<file path="config.mk">
export PLATFORM = sky130hd
export DESIGN_NAME = xdsp_stretch_ctrl
export DESIGN_NICKNAME = d
export VERILOG_FILES = /design/src/core/xdsp_pkg.sv /design/src/core/xdsp_stretch_ctrl.sv /design/src/core/xdsp_sync2.sv /design/src/core/xdsp_timer_rate.sv
export SDC_FILE = /design/constraint.sdc
export NUM_CORES = 1
export LEC_CHECK = 0
export ABC_AREA = 1
export BUFFER_PORTS_ARGS = -buffer_cell sky130_fd_sc_hd__buf_2
export CAP_MARGIN = 0
export CORE_MARGIN = 8
export CORE_UTILIZATION = 45
export CTS_CLUSTER_DIAMETER = 200
export DETAILED_ROUTE_END_ITERATION = 6
export HOLD_SLACK_MARGIN = 0.08
export MAX_ROUTING_LAYER = met4
export SYNTH_ARGS = -nofsm -noshare
export SYNTH_HDL_FRONTEND = slang
export SYNTH_HIERARCHICAL = 1
export SYNTH_SLANG_ARGS = --single-unit
export TNS_END_PERCENT = 10
</file>
<file path="constraint.sdc">
create_clock -name clk_sys -period 7 [get_ports clk_sys]
set_input_delay 1.4 -clock clk_sys [delete_from_list [all_inputs] [get_ports clk_sys]]
set_output_delay 1.4 -clock clk_sys [all_outputs]
set_load 0.02 [all_outputs]
</file>
<file path="src/core/xdsp_pkg.sv">
// Package with register map, field layout, reset values and timing counts of the stretch block.
package xdsp_pkg;

  // Special function register locations.
  localparam logic [7:0] XDSP_ADDR_PTR0_LO = 8'h82;
  localparam logic [7:0] XDSP_ADDR_PTR0_HI = 8'h83;
  localparam logic [7:0] XDSP_ADDR_PTR1_LO = 8'h84;
  localparam logic [7:0] XDSP_ADDR_PTR1_HI = 8'h85;
  localparam logic [7:0] XDSP_ADDR_CHOICE  = 8'h86;
  localparam logic [7:0] XDSP_ADDR_CKCTL   = 8'h8E;

  // Field positions inside the clock and stretch control register and the pointer choice register.
  localparam int XDSP_STR_LSB = 0;
  localparam int XDSP_STR_MSB = 2;
  localparam int XDSP_T0_BIT  = 3;
  localparam int XDSP_T1_BIT  = 4;
  localparam int XDSP_T2_BIT  = 5;
  localparam int XDSP_SEL_BIT = 0;

  // Values after reset.
  localparam logic [2:0]  XDSP_STRETCH_RST = 3'h1;
  localparam logic [2:0]  XDSP_TSPEED_RST  = 3'h0;
  localparam logic        XDSP_SEL_RST     = 1'b0;
  localparam logic [15:0] XDSP_PTR_RST     = 16'h0000;

  // Machine cycle and data move timing, in clocks except XDSP_BASE_MC, which counts machine cycles.
  localparam int XDSP_CLK_PER_MC   = 4;
  localparam int XDSP_BASE_MC      = 2;
  localparam int XDSP_STROBE_FIRST = 4;
  localparam int XDSP_STROBE_BASE  = 2;
  localparam int XDSP_STROBE_STEP  = 4;
  localparam int XDSP_ADDR_CLKS    = 2;
  localparam int XDSP_SYNC_LAG     = 2;

  // Program fetch timing, in clocks; one machine cycle whatever the stretch.
  localparam int XDSP_FETCH_LAST   = 3;
  localparam int XDSP_PSEN_FIRST   = 1;
  localparam int XDSP_PSEN_LAST    = 2;

  // Timer advance rates, in clocks, and the number of timers.
  localparam int XDSP_TIMER_FAST   = 4;
  localparam int XDSP_TIMER_SLOW   = 12;
  localparam int XDSP_NUM_TIMERS   = 3;

  typedef enum logic [2:0] {
    XDSP_ST_IDLE  = 3'b001,
    XDSP_ST_MOVE  = 3'b010,
    XDSP_ST_FETCH = 3'b100
  } xdsp_state_t;

endpackage

</file>
<file path="src/core/xdsp_stretch_ctrl.sv">
// External data move stretch control, dual data pointers and timer rate bits.
module xdsp_stretch_ctrl
  import xdsp_pkg::*;
(
  input  wire logic        clk_sys,
  input  wire logic        rst_n,
  input  wire logic [7:0]  sfr_addr,
  input  wire logic        sfr_wr,
  input  wire logic        sfr_rd,
  input  wire logic [7:0]  sfr_wdata,
  output logic      [7:0]  sfr_rdata,
  output logic             sfr_ack,
  input  wire logic        move_req,
  input  wire logic        move_write,
  input  wire logic [7:0]  move_wdata,
  input  wire logic        ptr_inc,
  output logic      [7:0]  move_rdata,
  output logic             move_done,
  input  wire logic        fetch_req,
  input  wire logic [15:0] fetch_addr,
  output logic      [7:0]  fetch_rdata,
  output logic             fetch_done,
  output logic             bus_busy,
  output logic             ale,
  output logic             rd_n,
  output logic             wr_n,
  output logic             psen_n,
  input  wire logic [7:0]  port0_in,
  output logic      [7:0]  port0_out,
  output logic             port0_oe,
  output logic      [7:0]  port2_out,
  output logic      [2:0]  timer_tick
);

  xdsp_state_t state_reg;
  xdsp_state_t state_next;
  logic [1:0]  phase_reg;
  logic [5:0]  cnt_reg;
  logic [5:0]  cnt_next;
  logic [2:0]  stretch_reg;
  logic [2:0]  tspeed_reg;
  logic        sel_reg;
  logic [15:0] ptr0_reg;
  logic [15:0] ptr1_reg;
  logic [2:0]  mv_str_reg;
  logic        mv_write_reg;
  logic [7:0]  mv_wdata_reg;
  logic [15:0] addr_reg;
  logic [7:0]  port0_sync;
  logic [5:0]  mv_last;
  logic [5:0]  strobe_last;
  logic [5:0]  cap_cnt;
  logic        take_move;
  logic        take_fetch;
  logic        ale_next;
  logic        rd_n_next;
  logic        wr_n_next;
  logic        psen_n_next;
  logic [7:0]  p0_out_next;
  logic        p0_oe_next;
  logic [15:0] addr_next;

  xdsp_sync2 #(
    .WIDTH (8)
  ) u_port0_sync (
    .clk_sys  (clk_sys),
    .rst_n    (rst_n),
    .pin_in   (port0_in),
    .pin_sync (port0_sync)
  );

  // One divider per timer, each steered by its own speed bit.
  for (genvar t = 0; t < XDSP_NUM_TIMERS; t++) begin : g_timer
    xdsp_timer_rate #(
      .FAST_DIV (XDSP_TIMER_FAST),
      .SLOW_DIV (XDSP_TIMER_SLOW)
    ) u_rate (
      .clk_sys  (clk_sys),
      .rst_n    (rst_n),
      .fast_sel (tspeed_reg[t]),
      .tick     (timer_tick[t])
    );
  end

  // Machine cycle phase runs free so every cycle carries one latch pulse.
  always_ff @(posedge clk_sys or negedge rst_n) begin
    if (!rst_n) begin
      phase_reg <= 2'h0;
    end else begin
      phase_reg <= phase_reg + 2'h1;
    end
  end

  // Register file writes.
  always_ff @(posedge clk_sys or negedge rst_n) begin
    if (!rst_n) begin
      stretch_reg <= XDSP_STRETCH_RST;
      tspeed_reg  <= XDSP_TSPEED_RST;
      sel_reg     <= XDSP_SEL_RST;
    end else if (sfr_wr) begin
      if (sfr_addr == XDSP_ADDR_CKCTL) begin
        stretch_reg <= sfr_wdata[XDSP_STR_MSB:XDSP_STR_LSB];
        tspeed_reg  <= {sfr_wdata[XDSP_T2_BIT], sfr_wdata[XDSP_T1_BIT],
                        sfr_wdata[XDSP_T0_BIT]};
      end
      if (sfr_addr == XDSP_ADDR_CHOICE) begin
        sel_reg <= sfr_wdata[XDSP_SEL_BIT];
      end
    end
  end

  // A byte write in the same cycle as an increment wins for that byte.
  always_ff @(posedge clk_sys or negedge rst_n) begin
    if (!rst_n) begin
      ptr0_reg <= XDSP_PTR_RST;
    end else begin
      if (ptr_inc && !sel_reg) begin
        ptr0_reg <= ptr0_reg + 16'h0001;
      end
      if (sfr_wr && sfr_addr == XDSP_ADDR_PTR0_LO) begin
        ptr0_reg[7:0] <= sfr_wdata;
      end
      if (sfr_wr && sfr_addr == XDSP_ADDR_PTR0_HI) begin
        ptr0_reg[15:8] <= sfr_wdata;
      end
    end
  end

  always_ff @(posedge clk_sys or negedge rst_n) begin
    if (!rst_n) begin
      ptr1_reg <= XDSP_PTR_RST;
    end else begin
      if (ptr_inc && sel_reg) begin
        ptr1_reg <= ptr1_reg + 16'h0001;
      end
      if (sfr_wr && sfr_addr == XDSP_ADDR_PTR1_LO) begin
        ptr1_reg[7:0] <= sfr_wdata;
      end
      if (sfr_wr && sfr_addr == XDSP_ADDR_PTR1_HI) begin
        ptr1_reg[15:8] <= sfr_wdata;
      end
    end
  end

  // Register reads answer one cycle later; unmapped locations read zero without an ack.
  always_ff @(posedge clk_sys or negedge rst_n) begin
    if (!rst_n) begin
      sfr_rdata <= 8'h00;
      sfr_ack   <= 1'b0;
    end else begin
      sfr_ack <= 1'b0;
      if (sfr_rd) begin
        sfr_ack <= 1'b1;
        case (sfr_addr)
          XDSP_ADDR_PTR0_LO: sfr_rdata <= ptr0_reg[7:0];
          XDSP_ADDR_PTR0_HI: sfr_rdata <= ptr0_reg[15:8];
          XDSP_ADDR_PTR1_LO: sfr_rdata <= ptr1_reg[7:0];
          XDSP_ADDR_PTR1_HI: sfr_rdata <= ptr1_reg[15:8];
          XDSP_ADDR_CHOICE:  sfr_rdata <= {7'h00, sel_reg};
          XDSP_ADDR_CKCTL:   sfr_rdata <= {2'h0, tspeed_reg, stretch_reg};
          default: begin
            sfr_rdata <= 8'h00;
            sfr_ack   <= 1'b0;
          end
        endcase
      end else if (sfr_wr) begin
        sfr_ack <= (sfr_addr == XDSP_ADDR_PTR0_LO) || (sfr_addr == XDSP_ADDR_PTR0_HI) ||
                   (sfr_addr == XDSP_ADDR_PTR1_LO) || (sfr_addr == XDSP_ADDR_PTR1_HI) ||
                   (sfr_addr == XDSP_ADDR_CHOICE)  || (sfr_addr == XDSP_ADDR_CKCTL);
      end
    end
  end

  // Transfers start on the clock before phase 0 so clock 0 of a transfer meets a latch pulse.
  assign take_move  = (state_reg == XDSP_ST_IDLE) && (phase_reg == 2'h3) && move_req;
  assign take_fetch = (state_reg == XDSP_ST_IDLE) && (phase_reg == 2'h3) && !move_req &&
                      fetch_req;

  // Timing of the move in flight comes from the stretch captured at its start.
  assign mv_last = 6'(XDSP_CLK_PER_MC * (XDSP_BASE_MC + int'(mv_str_reg)) - 1);
  assign strobe_last = (mv_str_reg == 3'h0) ?
    6'(XDSP_STROBE_FIRST + XDSP_STROBE_BASE - 1) :
    6'(XDSP_STROBE_FIRST + XDSP_STROBE_STEP * int'(mv_str_reg) - 1);
  assign cap_cnt = 6'(int'(strobe_last) + XDSP_SYNC_LAG);

  always_comb begin
    state_next = state_reg;
    cnt_next   = cnt_reg;
    case (state_reg)
      XDSP_ST_IDLE: begin
        cnt_next = 6'h00;
        if (take_move) begin
          state_next = XDSP_ST_MOVE;
        end else if (take_fetch) begin
          state_next = XDSP_ST_FETCH;
        end
      end
      XDSP_ST_MOVE: begin
        if (cnt_reg == mv_last) begin
          state_next = XDSP_ST_IDLE;
          cnt_next   = 6'h00;
        end else begin
          cnt_next = cnt_reg + 6'h01;
        end
      end
      XDSP_ST_FETCH: begin
        if (cnt_reg == 6'(XDSP_FETCH_LAST)) begin
          state_next = XDSP_ST_IDLE;
          cnt_next   = 6'h00;
        end else begin
          cnt_next = cnt_reg + 6'h01;
        end
      end
      default: begin
        state_next = XDSP_ST_IDLE;
        cnt_next   = 6'h00;
      end
    endcase
  end

  always_ff @(posedge clk_sys or negedge rst_n) begin
    if (!rst_n) begin
      state_reg <= XDSP_ST_IDLE;
      cnt_reg   <= 6'h00;
    end else begin
      state_reg <= state_next;
      cnt_reg   <= cnt_next;
    end
  end

  // Move context is frozen at the start so later writes cannot bend a move in flight.
  always_ff @(posedge clk_sys or negedge rst_n) begin
    if (!rst_n) begin
      mv_str_reg   <= XDSP_STRETCH_RST;
      mv_write_reg <= 1'b0;
      mv_wdata_reg <= 8'h00;
      addr_reg     <= 16'h0000;
    end else if (take_move) begin
      mv_str_reg   <= stretch_reg;
      mv_write_reg <= move_write;
      mv_wdata_reg <= move_wdata;
      addr_reg     <= sel_reg ? ptr1_reg : ptr0_reg;
    end else if (take_fetch) begin
      addr_reg <= fetch_addr;
    end
  end

  // Pin values for the coming clock, built from the next state and count.
  always_comb begin
    ale_next    = (phase_reg == 2'h3);
    rd_n_next   = 1'b1;
    wr_n_next   = 1'b1;
    psen_n_next = 1'b1;
    p0_out_next = port0_out;
    p0_oe_next  = 1'b0;
    addr_next   = take_move ? (sel_reg ? ptr1_reg : ptr0_reg) :
                  (take_fetch ? fetch_addr : addr_reg);
    case (state_next)
      XDSP_ST_MOVE: begin
        if (cnt_next < 6'(XDSP_ADDR_CLKS)) begin
          p0_out_next = addr_next[7:0];
          p0_oe_next  = 1'b1;
        end else if (take_move ? move_write : mv_write_reg) begin
          p0_out_next = take_move ? move_wdata : mv_wdata_reg;
          p0_oe_next  = cnt_next <= strobe_last + 6'h01;
        end
        if (cnt_next >= 6'(XDSP_STROBE_FIRST) && cnt_next <= strobe_last) begin
          wr_n_next = !mv_write_reg;
          rd_n_next = mv_write_reg;
        end
      end
      XDSP_ST_FETCH: begin
        if (cnt_next < 6'(XDSP_PSEN_FIRST)) begin
          p0_out_next = addr_next[7:0];
          p0_oe_next  = 1'b1;
        end
        if (cnt_next >= 6'(XDSP_PSEN_FIRST) && cnt_next <= 6'(XDSP_PSEN_LAST)) begin
          psen_n_next = 1'b0;
        end
      end
      default: begin
        p0_oe_next = 1'b0;
      end
    endcase
  end

  always_ff @(posedge clk_sys or negedge rst_n) begin
    if (!rst_n) begin
      ale       <= 1'b0;
      rd_n      <= 1'b1;
      wr_n      <= 1'b1;
      psen_n    <= 1'b1;
      port0_out <= 8'h00;
      port0_oe  <= 1'b0;
      port2_out <= 8'h00;
      bus_busy  <= 1'b0;
    end else begin
      ale       <= ale_next;
      rd_n      <= rd_n_next;
      wr_n      <= wr_n_next;
      psen_n    <= psen_n_next;
      port0_out <= p0_out_next;
      port0_oe  <= p0_oe_next;
      port2_out <= addr_next[15:8];
      bus_busy  <= (state_next != XDSP_ST_IDLE);
    end
  end

  // Read data are taken after the strobe, once the synchroniser has caught up with it.
  always_ff @(posedge clk_sys or negedge rst_n) begin
    if (!rst_n) begin
      move_rdata  <= 8'h00;
      move_done   <= 1'b0;
      fetch_rdata <= 8'h00;
      fetch_done  <= 1'b0;
    end else begin
      move_done  <= (state_reg == XDSP_ST_MOVE) && (cnt_reg == mv_last);
      fetch_done <= (state_reg == XDSP_ST_FETCH) && (cnt_reg == 6'(XDSP_FETCH_LAST));
      if ((state_reg == XDSP_ST_MOVE) && !mv_write_reg && (cnt_reg == cap_cnt)) begin
        move_rdata <= port0_sync;
      end
      if ((state_reg == XDSP_ST_FETCH) && (cnt_reg == 6'(XDSP_FETCH_LAST))) begin
        fetch_rdata <= port0_sync;
      end
    end
  end

endmodule // xdsp_stretch_ctrl

</file>
<file path="src/core/xdsp_sync2.sv">
// Two flip-flop synchroniser for the multiplexed bus input pins.
module xdsp_sync2
  import xdsp_pkg::*;
#(
  parameter int WIDTH = 8
) (
  input  wire logic             clk_sys,
  input  wire logic             rst_n,
  input  wire logic [WIDTH-1:0] pin_in,
  output logic      [WIDTH-1:0] pin_sync
);

  logic [WIDTH-1:0] stage1_reg;

  if (WIDTH < 1) begin : g_bad_width
    $error("xdsp_sync2: WIDTH must be at least one");
  end

  // The first stage feeds only the second stage.
  always_ff @(posedge clk_sys or negedge rst_n) begin
    if (!rst_n) begin
      stage1_reg <= '0;
      pin_sync   <= '0;
    end else begin
      stage1_reg <= pin_in;
      pin_sync   <= stage1_reg;
    end
  end

endmodule // xdsp_sync2

</file>
<file path="src/core/xdsp_timer_rate.sv">
// Timer advance pulse generator with a selectable fast or slow clock divide.
module xdsp_timer_rate
  import xdsp_pkg::*;
#(
  parameter int FAST_DIV = XDSP_TIMER_FAST,
  parameter int SLOW_DIV = XDSP_TIMER_SLOW
) (
  input  wire logic clk_sys,
  input  wire logic rst_n,
  input  wire logic fast_sel,
  output logic      tick
);

  logic [3:0] div_reg;
  logic [3:0] limit;

  if (FAST_DIV < 1 || SLOW_DIV < 1 || FAST_DIV > 16 || SLOW_DIV > 16) begin : g_bad_div
    $error("xdsp_timer_rate: divides must lie between 1 and 16");
  end

  // A rate change mid-count wraps at once rather than running past the new limit.
  assign limit = fast_sel ? 4'(FAST_DIV - 1) : 4'(SLOW_DIV - 1);

  always_ff @(posedge clk_sys or negedge rst_n) begin
    if (!rst_n) begin
      div_reg <= 4'h0;
      tick    <= 1'b0;
    end else if (div_reg >= limit) begin
      div_reg <= 4'h0;
      tick    <= 1'b1;
    end else begin
      div_reg <= div_reg + 4'h1;
      tick    <= 1'b0;
    end
  end

endmodule // xdsp_timer_rate

</file>
==> impl_metrics.ini <==
[status]
status = completed

[sta]
rsz0062_at_grt = false
finalSetupViolations = 0
max_freq_mhz = 331
fin_tns_setup_ns = 0
skew_ns = 0.00684
setup_slack_ns = 3.98
period_needed_ns = 3.02
slew_violations = 0
worst_pin_slew_ns = 1.07
relSlewSlack_pct = 28.4
period_share_pct = 43.2
finalHoldViolations = 0

[place]
place_hpwl_mm = 15.6
pre_cts_ws_ns = 3.76
place_congestion = 0.923
numPortBuffers = 107

[detailed_routing]
drt_iter0_drc = 437
firstDrtPassIters = 7
route.detailed.wl_per_inst_um = 16.2
routed_wl_mm = 20.6
drc = 0
vias = 6476
ant_nets = 0
vias_per_cell = 5.08

[synthesis]
syn-num-nets = 1013
ys_ff_latch = 150
netlist_area_um2 = 7850
netlist_instances = 933
seq_area_frac_synth_pct = 47.9
avgSynthCellArea_um2 = 8.41
synth_top_area_share_pct = 45.9
synth_top_area_cell = dfrtp_1
synthTopCellsByArea = dfrtp_1 46%, nand2_1 11%, inv_1 7.0%
synth_warnings = 6
ys_types = 45

[critical_path]
start_kind = flip-flop
cp-end-kind = flip-flop
crit_chain = inv_2, ha_1, inv_1, nand2_1, nand2_1, nand2_1, nor2_1, nand2_1, nand2_4, nand2_4, inv_1, nor3_1, ha_1, nand2_1, nor4_1, o31ai_1, nand2_1, nand2_1, nand2_1, nand2_1
worstPathArrival_ns = 3.39
critPathMaxStageDelay_ns = 0.59
cp.required_ns = 7.36
crit_type = reg2reg
cp.buffers_inverters = 3
slowest_stage = dfstp_2
path_delay_family = simple AND/OR/NAND/NOR gates
cp_max_fo = 6
cpMostUsedCell = nand2_1

[cells_and_area]
final_cell_mix = 230 x nand2_1, 146 x inv_1, 144 x dfrtp_1, 106 x buf_2, 58 x o21ai_0
layout.nets = 1117
fill_cells = 1693
seq_area_um2 = 3760
diodes = 0
area_growth_pct = 16.5
multi_input_area_um2 = 3340
final_common_cell = nand2_1
layout-drive-gt1-share_pct = 21.1

[pwr]
leakagePower_nw = 4.79
peakVddDrop_uv = 208
powerDensity_nw_per_um2 = 323

[floorplanning]
ios = 108
row_count = 48
core_um2 = 17200
die-height_um = 148
die_w_um = 148
initial_core_util_pct = 45.7
dieArea_um2 = 21900

[global_routing]
grt_overflow = 0
antenna_found_initial = 0
grt_max_degree = 97
track_usage_pct = 20.1
grt_pass1_vias = 6519
grt_pass1_wl_mm = 33.9

[cts]
path_clk_slew_ns = 0.06
cts_resized = 0
cts_tree = built
post_cts_buffers = 0
cts_hold_buffers = 0
insertion_delay_ns = 0.42
cts_max_level = 4
cts-root-buf = clkbuf_16
cts_sinks = 150
cts_buffers = 17
clockBufferDepth = 2

[run]
drv_cap = 0

[hold_path]
hp-class = reg2reg
area by class of cell:
cell class                 count  share of cell area [%]
clock buffer                  18                    4.80
clock inverter                14                    1.81
inverter                     163                    6.69
multi-input combinational    597                    36.5
sequential                   150                    41.1
tap                          225                    3.08
timing repair buffer         108                    6.00
per-layer routing:
| metal | global-route usage (%) | up-vias | wire length (µm) |
|---|---|---|---|
| li1 | - | 3232 | - |
| met1 | 25.1 | 3046 | 9000 |
| met2 | 31.9 | 166 | 9940 |
| met5 | - | - | 0 |
| met3 | 4.25 | 32 | 1170 |
| met4 | 7.19 | 0 | 483 |
worst reg2reg max path: cells and delay by family (launching register included):
family | cells | cell delay, ns
compound gates | 1 | 0.27
simple gates | 14 | 1.27
flops | 1 | 0.59
buf+inv | 3 | 0.25
fa+ha+maj | 2 | 0.61
where the power goes:
| part | total, mW | switching (mW) | internal, mW |
|---|---|---|---|
| Clock | 0.938 | 0.394 | 0.545 |
| Sequential | 1.21 | 0.142 | 1.07 |
| Combinational | 0.807 | 0.512 | 0.295 |
cells in the mapped netlist, drive strengths merged:
cell,number
a21oi,18
o221ai,26
nor4,7
a31oi,2
or2,10
nand2,256
a211oi,2
nor3,10
inv,161
xnor2,3
o31ai,2
nor2,53
clkbuf,9
a21o,1
a21boi,1
nand4,17
xor2,21
o21bai,1
o211ai,10
o32ai,1
o22ai,15
clkinv,2
buf,14
o21ai,69
o221a,1
dfstp,6
dfrtp,144
nand3,47
ha,24
path summary, 6_finish.rpt:
check | slack, ns | endpoint | cells after the start | start
worst min register to register | 0.35 | u_port0_sync/pin_sync[4] | 0 | u_port0_sync/stage1_reg[4]
worst max-delay path | 3.98 | port0_oe | 20 | mv_str_reg[0]
worst max register to register | 3.98 | port0_oe | 20 | mv_str_reg[0]
min in group asynchronous | 1.07 | phase_reg[0] | 1 | rst_n
max in group asynchronous | 4.68 | ptr0_reg[6] | 2 | rst_n
worst min-delay path | 0.35 | u_port0_sync/pin_sync[4] | 0 | u_port0_sync/stage1_reg[4]
per-stage QoR:
| stage | power [mW] | instances | utilization, % | hold slack [ns] | instance area [µm²] |
|---|---|---|---|---|---|
| 4_1_cts | 2.98 | 1275 | 53.3 | 0.350 | 9150 |
| 2_1_floorplan | 1.81 | 933 | - | 0.331 | 7850 |
| 3_5_place_dp | 2.03 | 1243 | 49.7 | 0.335 | 8540 |
| 5_1_grt | 3.14 | 1275 | 53.3 | 0.355 | 9150 |
| 3_3_place_gp | 2.02 | 1243 | 49.7 | 0.331 | 8540 |
| 6_report | 2.95 | 1275 | 53.3 | 0.347 | 9150 |
cells by family (layout without fill, tap and decap cells):
family          count (synthesis)  count (layout)  synth area share, %
xor+xnor                       24              24                 2.68
compound gates                149             149                 12.0
fa+ha+maj                      24              24                 3.83
buf+inv                       186             303                 9.53
flops                         150             150                 47.9
simple gates                  400             400                 24.1
Note: power is estimated with default switching activity, not from simulation.
